===== src/gate_fault_defines.svh =====
`ifndef GATE_FAULT_DEFINES_SVH
`define GATE_FAULT_DEFINES_SVH

`define CLK_PERIOD_NS 10
// power-on reset hold time
`define POR_TIME_MS 150
`define POR_CYCLES ((`POR_TIME_MS * 1000000) / `CLK_PERIOD_NS)
// short pulse filter: suppress below, always pass above
`define SPF_MIN_NS 625
`define SPF_MAX_NS 750
// filter length: more than 625 ns, not beyond 750 ns
`define SPF_CYCLES ((`SPF_MIN_NS / `CLK_PERIOD_NS) + 1)
// inputs low for more than 9 us before the latch may clear
`define CLEAR_TIME_US 9
`define CLEAR_CYCLES (((`CLEAR_TIME_US * 1000) / `CLK_PERIOD_NS) + 1)
// plain defaults for the analog-set times
`define DEAD_TIME_NS 1000
`define DEAD_CYCLES ((`DEAD_TIME_NS + `CLK_PERIOD_NS - 1) / `CLK_PERIOD_NS)
`define BLANK_TIME_NS 3000
`define BLANK_CYCLES ((`BLANK_TIME_NS + `CLK_PERIOD_NS - 1) / `CLK_PERIOD_NS)

`endif


===== src/gate_fault_pkg.sv =====
package gate_fault_pkg;
  typedef enum logic [1:0] {
    GATE_OFF,
    GATE_WAIT,
    GATE_ON
  } gate_state_e;
endpackage


===== src/half_bridge_gate_fault_logic.sv =====
`timescale 1ns/1ps
`include "gate_fault_defines.svh"

module half_bridge_gate_fault_logic #(
  parameter int PorCycles = `POR_CYCLES,
  parameter int FilterCycles = `SPF_CYCLES,
  parameter int ClearCycles = `CLEAR_CYCLES,
  parameter int DeadCycles = `DEAD_CYCLES,
  parameter int BlankCycles = `BLANK_CYCLES
) (
  input wire logic ref_clk,
  input wire logic reset,
  input wire logic clkEn,
  input wire logic upperSwitchIn,
  input wire logic lowerSwitchIn,
  input wire logic external_shutdown_in,
  input wire logic upperDesatIn,
  input wire logic lowerDesatIn,
  input wire logic supplyUndervoltageIn,
  output logic upper_gate_on_drive,
  output logic upper_gate_off_drive,
  output logic lower_gate_on_drive,
  output logic lower_gate_off_drive,
  output logic fault_indicator_out,
  output logic fault_indicator_alias,
  output logic faultIndicatorOe,
  output logic porDone
);

  localparam int PorW = $clog2(PorCycles + 1);
  localparam int FiltW = $clog2(FilterCycles + 1);
  localparam int ClrW = $clog2(ClearCycles + 1);
  localparam int DeadW = $clog2(DeadCycles + 1);
  localparam int BlankW = $clog2(BlankCycles + 1);

  ////////////////////////////////////////////////////////////////////////////////
  // input synchronisers: all pins come from outside the clock domain

  // bit order: 0 upper, 1 lower, 2 shutdown, 3 upper desat, 4 lower desat, 5 uv
  logic [5:0] pinRaw;
  logic [5:0] sync1_q;
  logic [5:0] sync2_q;

  assign pinRaw = {supplyUndervoltageIn, lowerDesatIn, upperDesatIn,
                   external_shutdown_in, lowerSwitchIn, upperSwitchIn};

  always_ff @(posedge ref_clk) begin
    if (reset) begin
      // shutdown resets high so a floating pin reads inactive
      sync1_q <= 6'h04;
      sync2_q <= 6'h04;
    end else if (clkEn) begin
      sync1_q <= pinRaw;
      sync2_q <= sync1_q;
    end
  end

  logic shutdownActive;
  logic uvActive;
  assign shutdownActive = ~sync2_q[2];
  assign uvActive = sync2_q[5];

  ////////////////////////////////////////////////////////////////////////////////
  // power-on reset timer

  logic [PorW-1:0] porCnt_q;
  logic porDone_q;

  always_ff @(posedge ref_clk) begin
    if (reset) begin
      porCnt_q <= '0;
      porDone_q <= 1'b0;
    end else if (clkEn) begin
      if (porCnt_q == PorW'(PorCycles - 1)) begin
        porDone_q <= 1'b1;
      end else begin
        porCnt_q <= porCnt_q + PorW'(1);
      end
    end
  end

  ////////////////////////////////////////////////////////////////////////////////
  // short pulse filter, one per switching input

  logic [1:0] filt_q;
  logic [FiltW-1:0] filtCnt_q [2];

  generate
    for (genvar ch = 0; ch < 2; ch++) begin : gFilter
      always_ff @(posedge ref_clk) begin
        if (reset) begin
          filt_q[ch] <= 1'b0;
          filtCnt_q[ch] <= '0;
        end else if (clkEn) begin
          // a level must hold FilterCycles before it is accepted
          if (sync2_q[ch] == filt_q[ch]) begin
            filtCnt_q[ch] <= '0;
          end else if (filtCnt_q[ch] == FiltW'(FilterCycles - 1)) begin
            filt_q[ch] <= sync2_q[ch];
            filtCnt_q[ch] <= '0;
          end else begin
            filtCnt_q[ch] <= filtCnt_q[ch] + FiltW'(1);
          end
        end
      end
    end
  endgenerate

  ////////////////////////////////////////////////////////////////////////////////
  // fault latch

  logic fault_q;
  logic [ClrW-1:0] clrCnt_q;
  logic desatTrip;
  logic faultNow;
  logic inputsLow;

  assign faultNow = uvActive | shutdownActive | desatTrip;
  // raw synchronised levels: the quiet time is measured on the pins
  assign inputsLow = ~sync2_q[0] & ~sync2_q[1];

  always_ff @(posedge ref_clk) begin
    if (reset) begin
      clrCnt_q <= '0;
    end else if (clkEn) begin
      if (!inputsLow || faultNow) begin
        clrCnt_q <= '0;
      end else if (clrCnt_q != ClrW'(ClearCycles)) begin
        clrCnt_q <= clrCnt_q + ClrW'(1);
      end
    end
  end

  always_ff @(posedge ref_clk) begin
    if (reset) begin
      fault_q <= 1'b0;
    end else if (clkEn) begin
      if (!porDone_q) begin
        // only latch at release when a fault really stands
        fault_q <= 1'b0;
      end else if (faultNow) begin
        fault_q <= 1'b1;
      end else if (clrCnt_q == ClrW'(ClearCycles)) begin
        fault_q <= 1'b0;
      end
    end
  end

  logic blocked;
  // commands are treated inactive during reset and while faulted
  assign blocked = ~porDone_q | fault_q | faultNow;

  ////////////////////////////////////////////////////////////////////////////////
  // interlock and gate state per channel

  gate_fault_pkg::gate_state_e st_q [2];
  logic [DeadW-1:0] deadCnt_q [2];
  logic [BlankW-1:0] blankCnt_q [2];
  logic [1:0] isOn;
  logic [1:0] desatHit;

  assign isOn[0] = (st_q[0] == gate_fault_pkg::GATE_ON);
  assign isOn[1] = (st_q[1] == gate_fault_pkg::GATE_ON);
  assign desatTrip = |desatHit;

  generate
    for (genvar ch = 0; ch < 2; ch++) begin : gChannel
      logic cmd;
      logic otherOn;
      assign cmd = filt_q[ch] & ~filt_q[1-ch] & ~blocked;
      assign otherOn = isOn[1-ch];
      // blanking restarts each turn-on since the count clears in off
      assign desatHit[ch] = isOn[ch] && (blankCnt_q[ch] == BlankW'(BlankCycles))
                            && sync2_q[3+ch];

      always_ff @(posedge ref_clk) begin
        if (reset) begin
          st_q[ch] <= gate_fault_pkg::GATE_OFF;
          deadCnt_q[ch] <= '0;
          blankCnt_q[ch] <= '0;
        end else if (clkEn) begin
          case (st_q[ch])
            gate_fault_pkg::GATE_OFF: begin
              blankCnt_q[ch] <= '0;
              // dead time runs from the other gate's turn-off, so a
              // controller gap overlaps it instead of adding
              if (otherOn) begin
                deadCnt_q[ch] <= '0;
              end else if (deadCnt_q[ch] != DeadW'(DeadCycles)) begin
                deadCnt_q[ch] <= deadCnt_q[ch] + DeadW'(1);
              end
              if (cmd && !otherOn) begin
                st_q[ch] <= gate_fault_pkg::GATE_WAIT;
              end
            end
            gate_fault_pkg::GATE_WAIT: begin
              if (!cmd || otherOn) begin
                st_q[ch] <= gate_fault_pkg::GATE_OFF;
              end else if (deadCnt_q[ch] == DeadW'(DeadCycles)) begin
                st_q[ch] <= gate_fault_pkg::GATE_ON;
              end else begin
                deadCnt_q[ch] <= deadCnt_q[ch] + DeadW'(1);
              end
            end
            gate_fault_pkg::GATE_ON: begin
              deadCnt_q[ch] <= '0;
              if (blankCnt_q[ch] != BlankW'(BlankCycles)) begin
                blankCnt_q[ch] <= blankCnt_q[ch] + BlankW'(1);
              end
              if (!cmd || desatTrip) begin
                st_q[ch] <= gate_fault_pkg::GATE_OFF;
              end
            end
            default: begin
              st_q[ch] <= gate_fault_pkg::GATE_OFF;
            end
          endcase
        end
      end
    end
  endgenerate

  ////////////////////////////////////////////////////////////////////////////////
  // registered outputs

  always_ff @(posedge ref_clk) begin
    if (reset) begin
      upper_gate_on_drive <= 1'b0;
      upper_gate_off_drive <= 1'b1;
      lower_gate_on_drive <= 1'b0;
      lower_gate_off_drive <= 1'b1;
    end else if (clkEn) begin
      // on-drive only from the on state, off-drive its complement
      upper_gate_on_drive <= isOn[0] & ~blocked;
      upper_gate_off_drive <= ~(isOn[0] & ~blocked);
      lower_gate_on_drive <= isOn[1] & ~blocked;
      lower_gate_off_drive <= ~(isOn[1] & ~blocked);
    end
  end

  // error line released during reset: safe reading with the pull-up
  always_ff @(posedge ref_clk) begin
    if (reset) begin
      fault_indicator_out <= 1'b0;
      faultIndicatorOe <= 1'b0;
      fault_indicator_alias <= 1'b1;
      porDone <= 1'b0;
    end else if (clkEn) begin
      fault_indicator_out <= 1'b0;
      faultIndicatorOe <= porDone_q & ~fault_q & ~faultNow;
      fault_indicator_alias <= ~porDone_q | fault_q | faultNow;
      porDone <= porDone_q;
    end
  end

endmodule // half_bridge_gate_fault_logic


===== config.mk =====
export PLATFORM = sky130hd
export DESIGN_NAME = half_bridge_gate_fault_logic
export DESIGN_NICKNAME = d
export VERILOG_FILES = /design/src/gate_fault_pkg.sv /design/src/half_bridge_gate_fault_logic.sv
export VERILOG_INCLUDE_DIRS = /design/src
export SDC_FILE = /design/constraint.sdc
export NUM_CORES = 1
export LEC_CHECK = 0
export ABC_AREA = 1
export BUFFER_PORTS_ARGS = -buffer_cell sky130_fd_sc_hd__buf_2
export CELL_PAD_IN_SITES_DETAIL_PLACEMENT = 2
export CELL_PAD_IN_SITES_GLOBAL_PLACEMENT = 2
export CORE_UTILIZATION = 34
export CTS_CLUSTER_SIZE = 10
export DETAILED_ROUTE_END_ITERATION = 12
export PLACE_DENSITY = 0.83
export REMOVE_ABC_BUFFERS = 1
export SLEW_MARGIN = 5
export SYNTH_ARGS = -nofsm -noshare
export SYNTH_HDL_FRONTEND = slang
export SYNTH_SLANG_ARGS = --single-unit

===== constraint.sdc =====
create_clock -name ref_clk -period 1.73 [get_ports ref_clk]
set_input_delay 0.346 -clock ref_clk [delete_from_list [all_inputs] [get_ports ref_clk]]
set_output_delay 0.346 -clock ref_clk [all_outputs]
set_load 0.01 [all_outputs]

==> results of run 1 <==
## worst reg2reg max path: cells and delay by family, from the launching register on
kind / cells / cell delay, ns
flops: 1 / 0.41
buf+inv: 2 / 0.30
simple gates: 9 / 0.89
fa+ha+maj: 1 / 0.23
## synth_stat cells (3+ instances only)
cell type,n
buf_6,5
nor2_1,100
edfxtp_1,48
nand3_1,49
clkbuf_1,4
buf_2,3
nand2_1,166
o21ai_0,22
inv_1,97
ha_1,15
nand2_2,9
dfxtp_1,57
xnor2_1,6
nor3_1,18
inv_2,7
nand3_2,3
nor3b_1,10
nand4_1,18
a21oi_1,49
xor2_1,23
o22ai_1,4
a21oi_2,10
## flip-flops by register name, summed over array words and instances (netlist names), 2 cells and up
signal and flops:
porCnt_q 24, filtCnt_q 12, deadCnt_q 14, blankCnt_q 18
st_q 4, sync2_q 6, sync1_q 6, clrCnt_q 10
filt_q 2
## how the worst min path moves through the flow
stage                                 start                        end  slack [ns]
floorplan                             reset  porCnt_q[12]$_SDFFE_PP0P_        0.41
global placement    sync1_q[2]$_SDFFE_PP1P_    sync1_q[2]$_SDFFE_PP1P_        0.44
detailed placement  sync1_q[1]$_SDFFE_PP0P_    sync2_q[1]$_SDFFE_PP0P_        0.47
CTS                            lowerDesatIn    sync1_q[4]$_SDFFE_PP0P_        0.20
global route                  upperSwitchIn    sync1_q[0]$_SDFFE_PP0P_        0.22
finish                        upperSwitchIn    sync1_q[0]$_SDFFE_PP0P_        0.22
## cells by family (layout without fill, tap and decap cells)
family	after synthesis	count (layout)	share of synthesized area (%)
AND/OR/NAND/NOR	389	389	29.96
other	1	1	0.06365
flip-flops	105	105	43.83
buffers and inverters	123	237	9.216
XOR/XNOR	29	29	4.311
adder cells (fa/ha/maj)	15	15	3.185
AO/OA/AOI/OAI	97	97	9.429
## power by group through the flow
stage	logic, W	registers, W	clock network [W]
2_1_floorplan	0.000243	0.00280	0
5_1_grt	0.000774	0.00278	0.00252
4_1_cts	0.000592	0.00276	0.00237
6_report	0.000740	0.00278	0.00243
3_3_place_gp	0.000486	0.00280	0
3_5_place_dp	0.000538	0.00281	0
## repair_timing
action,4_1_cts,5_1_grt
hold buffers,0,0
hold endpoints to repair,0,0
pin swaps,11,32
setup buffers,7,16
gates cloned,0,2
endpoints found under the setup margin,52,102
resized for setup,33,106
## routing by layer
metal	vias to the layer above	track usage (%)	share of wire (%)
met3	115	3.349	3.2
li1	2691	-	-
met5	-	0	0
met4	0	14.58	6.6
met1	3074	26.93	35
met2	184	49.97	55
## per-stage QoR
| stage | util, % | cell area [µm²] | cells | worst slack, ns |
|---|---|---|---|---|
| floorplan | - | 5747 | 742 | -0.2048 |
| global placement | 40.05 | 6713 | 1054 | -0.08717 |
| detailed placement | 40.05 | 6713 | 1054 | -0.2793 |
| CTS | 43.06 | 7217 | 1077 | -0.2030 |
| global route | 46.32 | 7764 | 1093 | -0.3979 |
| finish | 46.32 | 7764 | 1093 | -0.3282 |
## cell type report
class | instances | area (µm²) | area share (%)
multi-input combinational | 531 | 3199 | 41.21
sequential | 105 | 2590 | 33.36
timing repair buffer | 115 | 974.7 | 12.55
inverter | 106 | 400.4 | 5.157
tap | 220 | 275.3 | 3.546
clock buffer | 14 | 264.0 | 3.400
clock inverter | 2 | 60.06 | 0.7736
## layout by cell type (no fill, tap or decap), types with 6 or more instances in the layout
cell	netlist	routed
nand4_1	18	18
nor2_1	100	72
xnor2_1	6	6
edfxtp_1	48	48
o21ai_0	22	19
nor3_1	18	12
buf_2	3	15
nor3_2	2	6
nand2_1	166	150
nand2_4	2	7
nand3_1	49	43
ha_1	15	10
a21oi_1	49	42
a21oi_2	10	17
buf_6	5	11
nand2_2	9	20
inv_1	97	89
buf_4	2	80
clkbuf_16	0	11
xor2_1	23	23
nor2_4	2	13
dfxtp_2	0	6
inv_2	7	14
dfxtp_1	57	51
nor2_2	1	18
==> metrics.md, run 1 <==
| Metric | Value |
|---|---|
| Clock period minus worst slack | `2.058 ns` |
| Worst setup SP type | `flip-flop` |
| Finish-stage setup viols | `98` |
| Hold Vio Cnt, Final | `0` |
| ANT cells | `0` |
| Crit share post-route | `119.0%` |
| Worst hold slack | `0.2156 ns` |
| Max Slew Vio Count | `0` |
| Combinational power share | `12.4%` |
| Crit path to | `deadCnt_q[0][5]$_SDFFCE_PP0P_` |
| Row count | `47` |
| Crit path from | `blankCnt_q[1][1]$_SDFFCE_PN0P_` |
| Mapped cell area | `0.005892 mm²` |
| Number of levels in the clock H-tree | `3` |
| Hold Path Depth | `3` |
| Crit path buffers/inverters | `2` |
| Synth top area cells | `edfxtp_1, dfxtp_1, nand2_1, nor2_1, inv_1` |
| Total track usage | `25.98%` |
| Syn Area/Cell | `7.763 µm²` |
| Status | `complete, but fails checks` |
| VDD IR max | `0.5213 mV` |
| Die Wd | `133.6 µm` |
| Reg-to-Reg End | `deadCnt_q[0][5]$_SDFFCE_PP0P_` |
| Die area | `0.01786 mm²` |
| Clk slew on worst S/H paths | `0.08 ns` |
| Root Driver | `clkbuf_16` |
| Seq pwr share | `46.6%` |
| HPWL Detailed | `14940 µm` |
| R2R depth | `12` |
| CP cell instances | `inv_1, ha_2, nand2_2, nor2_4, nand3_4, nand3_4, nor2_4, nand4_1, nand2_1, nand2_2, buf_8, nor2_2` |
| Leakage | `3.115 nW` |
| Fillcell total | `1851` |
| Count of different cell masters after synthesis | `46` |
| Failing checks | `negative setup slack` |
| Residual DRC | `0` |
| Initial Utilization | `35.15%` |
| Routed wire length | `28330 µm` |
| IO Count | `17` |
| First drt pass iteration count | `4` |
| CTS buffer count | `9` |
| Layout net count | `892` |
| Worst path arrival time | `2.18 ns` |
| Worst slew pin tran | `0.5417 ns` |
| Post-synthesis sequential area ratio | `43.83%` |
| Reg-to-reg slack, setup | `-0.33 ns` |
| Critical-path top delay cell | `edfxtp_1` |
| RSZ-0062 raised after global routing | `true` |
| Share of the synthesized area in the top cell type | `24.46%` |
| Syn-to-layout area delta | `31.77%` |
| Port bufs | `15` |
| First-pass GRT wire length | `35290 µm` |
| Slew headroom | `63.50%` |
| Switching Fraction | `27.47%` |
| Setup TNS | `-18.56 ns` |
| Crit path kind | `flip-flop to flip-flop` |
| Hold Crit Class | `input pin to flip-flop` |
| Yosys warning count | `0` |
| Clk pwr share | `40.9%` |
| Clock skew | `0.01179 ns` |
| Critical Path RT | `1.85 ns` |
| Post-synth EDFFs | `48` |
| Post-Syn Instances | `759` |
| Number of global-route vias before repair | `6617` |
| Largest net degree at the start of global routing | `26` |
| Die Y | `133.6 µm` |
| Skew-Pair Late Insertion Delay | `0.38 ns` |
| Total Power | `0.005951 W` |
| Routed via count | `6064` |
| Number of cells on the critical path | `12` |
| CTS tree | `built` |
| Int Pwr | `0.004317 W` |
| Deepest clock path buffer count | `2` |
| Vias/cell | `5.548` |
| Crit-path leading delay family | `simple AND/OR/NAND/NOR gates` |
| Initial antenna violation count | `0` |
| Average wire per standard cell | `25.92 µm` |
| GPL Wtd Cong | `0.8574` |
| Crit. End Element | `flip-flop` |
| Area leader, netlist | `edfxtp_1` |
| Maximum fanout along the worst path | `7` |
| Power per cell area | `766.6 mW/mm²` |
| Ys flop type | `dfxtp_1` |
| Initial DRC Count | `366` |
| Asr flop ratio synth | `0%` |
| Post-route ant nets | `0` |
| Reg-to-Reg Start | `blankCnt_q[1][1]$_SDFFCE_PN0P_` |
| Final WS setup | `-0.3282 ns` |
| TritonCTS Sinks | `105` |
| Worst stage delay on the critical path | `0.41 ns` |
| Gr ovfl total | `0` |
| Psw | `0.001635 W` |
| CORE AREA | `0.01676 mm²` |
| Fmax | `485.9 MHz` |
| #FFs+latches synth | `105` |
| Max cap viols | `0` |
| Layout cells sized above 1 | `29.78%` |
(Power assumes the default switching activity.)
==> run 2, diff against run 1 <==
--- a/config.mk
+++ b/config.mk
@@ -10,10 +10,10 @@
 export BUFFER_PORTS_ARGS = -buffer_cell sky130_fd_sc_hd__buf_2
 export CELL_PAD_IN_SITES_DETAIL_PLACEMENT = 2
 export CELL_PAD_IN_SITES_GLOBAL_PLACEMENT = 2
-export CORE_UTILIZATION = 34
+export CORE_UTILIZATION = 38
 export CTS_CLUSTER_SIZE = 10
 export DETAILED_ROUTE_END_ITERATION = 12
-export PLACE_DENSITY = 0.83
+export PLACE_DENSITY = 0.87
 export REMOVE_ABC_BUFFERS = 1
 export SLEW_MARGIN = 5
 export SYNTH_ARGS = -nofsm -noshare
==> constraint.sdc (replaced) <==
create_clock -name ref_clk -period 1.94 [get_ports ref_clk]
set_input_delay 0.388 -clock ref_clk [delete_from_list [all_inputs] [get_ports ref_clk]]
set_output_delay 0.388 -clock ref_clk [all_outputs]
set_load 0.01 [all_outputs]
==> metrics.md, run 2 (same netlist as run 1, synthesis figures left out) <==
| Metric | Value |
|---|---|
| Clk slew on worst S/H paths | `0.08 ns` |
| TritonCTS Sinks | `105` |
| Power per cell area | `715.4 mW/mm²` |
| Number of global-route vias before repair | `6168` |
| Layout cells sized above 1 | `19.61%` |
| Hold Path Depth | `3` |
| Row count | `45` |
| Critical-path top delay cell | `edfxtp_1` |
| Deepest clock path buffer count | `2` |
| Initial DRC Count | `299` |
| Skew-Pair Late Insertion Delay | `0.38 ns` |
| Root Driver | `clkbuf_16` |
| Vias/cell | `5.486` |
| HPWL Detailed | `13640 µm` |
| VDD IR max | `0.4655 mV` |
| Average wire per standard cell | `22.45 µm` |
| Hold Vio Cnt, Final | `0` |
| Status | `complete, but fails checks` |
| Finish-stage setup viols | `33` |
| Fmax | `481.2 MHz` |
| Post-route insts no fill | `1014` |
| R2R depth | `11` |
| Maximum fanout along the worst path | `5` |
| First drt pass iteration count | `5` |
| First-pass GRT wire length | `33150 µm` |
| Largest registers | `porCnt_q (24), blankCnt_q (18), deadCnt_q (14)` |
| Worst slew pin tran | `0.6747 ns` |
| Max cap viols | `0` |
| IO Count | `17` |
| Layout net count | `845` |
| Final WS setup | `-0.1380 ns` |
| Hold path start | `lowerDesatIn` |
| Total track usage | `27.01%` |
| Reg-to-Reg End | `st_q[1][1]$_SDFFCE_PP0P_` |
| Die Y | `126.5 µm` |
| Routed via count | `5563` |
| Leakage | `2.787 nW` |
| Hold Crit Class | `input pin to flip-flop` |
| Reg-to-reg slack, setup | `-0.14 ns` |
| Fillcell total | `1707` |
| Port bufs | `15` |
| CTS buffer count | `9` |
| Syn-to-layout area delta | `18.35%` |
| Worst path arrival time | `2.21 ns` |
| Slew headroom | `54.85%` |
| Worst hold slack | `0.2126 ns` |
| Reg with most FFs | `porCnt_q` |
| Reg-to-Reg Start | `blankCnt_q[1][1]$_SDFFCE_PN0P_` |
| Worst stage delay on the critical path | `0.42 ns` |
| Residual DRC | `0` |
| Failing checks | `negative setup slack` |
| Crit path buffers/inverters | `2` |
| CP cell instances | `inv_2, ha_4, nand2_4, nor2_4, nand3_4, nand3_4, nor2_4, buf_6, nand3_1, a21oi_2, nand2_1` |
| Initial Utilization | `38.90%` |
| Die area | `0.01601 mm²` |
| RSZ-0062 raised after global routing | `true` |
| CORE AREA | `0.01515 mm²` |
| Die Wd | `126.5 µm` |
| Clock skew | `0.01334 ns` |
| Largest net degree at the start of global routing | `27` |
| Commonest non-fill, non-tap cells in the layout | `nand2_1, inv_1, nor2_1, dfxtp_1, edfxtp_1` |
| Crit. End Element | `flip-flop` |
| ANT cells | `0` |
| Crit share post-route | `107.1%` |
| Hold Crit Endpoint | `sync1_q[4]$_SDFFE_PP0P_` |
| Worst setup SP type | `flip-flop` |
| Placed Cells | `981` |
| Clock period minus worst slack | `2.078 ns` |
| Max reg flops | `24` |
| Crit-path leading delay family | `simple AND/OR/NAND/NOR gates` |
| Max Slew Vio Count | `0` |
| Gr ovfl total | `0` |
| Commonest non-fill, non-tap cell in the layout | `nand2_1` |
| Crit path kind | `flip-flop to flip-flop` |
| Post-route ant nets | `0` |
| Number of levels in the clock H-tree | `3` |
| Hold buffers post-CTS | `0` |
| Total Power | `0.004989 W` |
| Critical Path RT | `2.07 ns` |
| Initial antenna violation count | `0` |
| GPL Wtd Cong | `0.8307` |
| CTS tree | `built` |
| Routed wire length | `22770 µm` |
run 2: cell types whose count changed in the layout (fill, tap and decap cells not counted), moves of 8 or more:
cell	change
nand2_2	-8
nand2_1	+9
nor2_1	+16
nor2_2	-11
buf_4	-34
run 2: what timing repair did:
action | in CTS | in global routing
pin swaps | 6 | 12
setup buffers | 12 | 5
gates resized for setup | 17 | 41
setup endpoints to repair | 33 | 47
cloned | 0 | 1
endpoints found under the hold margin | 0 | 0
run 2: how the worst max path moves through the flow:
| stage | startpoint | to | slack (ns) | cells after the start |
|---|---|---|---|---|
| after global placement | blankCnt_q[1][1]$_SDFFCE_PN0P_ | deadCnt_q[0][4]$_SDFFCE_PP0P_ | 0.09 | 11 |
| after floorplan | blankCnt_q[1][0]$_SDFFCE_PN0P_ | deadCnt_q[1][0]$_SDFFCE_PP0P_ | 0.005 | 9 |
| after global routing | blankCnt_q[1][1]$_SDFFCE_PN0P_ | deadCnt_q[0][4]$_SDFFCE_PP0P_ | -0.16 | 12 |
| after detailed placement | blankCnt_q[1][1]$_SDFFCE_PN0P_ | st_q[0][1]$_SDFFCE_PP0P_ | -0.19 | 12 |
| after CTS | blankCnt_q[1][1]$_SDFFCE_PN0P_ | st_q[0][1]$_SDFFCE_PP0P_ | 0.009 | 12 |
| final | blankCnt_q[1][1]$_SDFFCE_PN0P_ | st_q[1][1]$_SDFFCE_PP0P_ | -0.14 | 11 |
run 2: metal layers:
| metal | track usage, % | vias to the layer above | routed length, µm |
|---|---|---|---|
| li1 | - | 2591 | - |
| met1 | 29.50 | 2828 | 9067 |
| met2 | 50.93 | 100 | 12290 |
| met3 | 5.019 | 44 | 611 |
| met4 | 11.34 | 0 | 798 |
| met5 | 0 | - | 0 |
run 2: final cells by class:
| cell class | instances | area, µm² | area share (%) |
|---|---|---|---|
| Clock inverter | 7 | 75.07 | 1.077 |
| Tap cell | 188 | 235.2 | 3.373 |
| Clock buffer | 9 | 225.2 | 3.230 |
| Sequential cell | 105 | 2582 | 37.04 |
| Timing Repair Buffer | 67 | 496.7 | 7.124 |
| Multi-Input combinational cell | 532 | 2960 | 42.45 |
| Inverter | 106 | 397.9 | 5.706 |
run 2: through the flow:
step | util, % | setup TNS [ns] | worst slack (ns) | cell area [µm²]
after floorplan | - | 0 | 0.005180 | 5747
after global placement | 41.86 | 0 | 0.08651 | 6340
after detailed placement | 41.86 | -2.699 | -0.1860 | 6340
after CTS | 44.88 | 0 | 0.008832 | 6798
after global routing | 46.04 | -3.829 | -0.1572 | 6973
final | 46.04 | -2.352 | -0.1380 | 6973
run 2: worst register-to-register path, cell delays in order (launching register included):
cell,delay (ns)
edfxtp_1,0.42
inv_2,0.08
ha_4,0.17
nand2_4,0.08
nor2_4,0.05
nand3_4,0.12
nand3_4,0.10
nor2_4,0.20
buf_6,0.17
nand3_1,0.11
a21oi_2,0.21
nand2_1,0.12
run 2: power by group:
part,total (W),internal [W],switching [W]
Sequential,0.00248,0.00240,0.0000817
Combinational,0.000501,0.000166,0.000335
Clock,0.00201,0.00101,0.000993
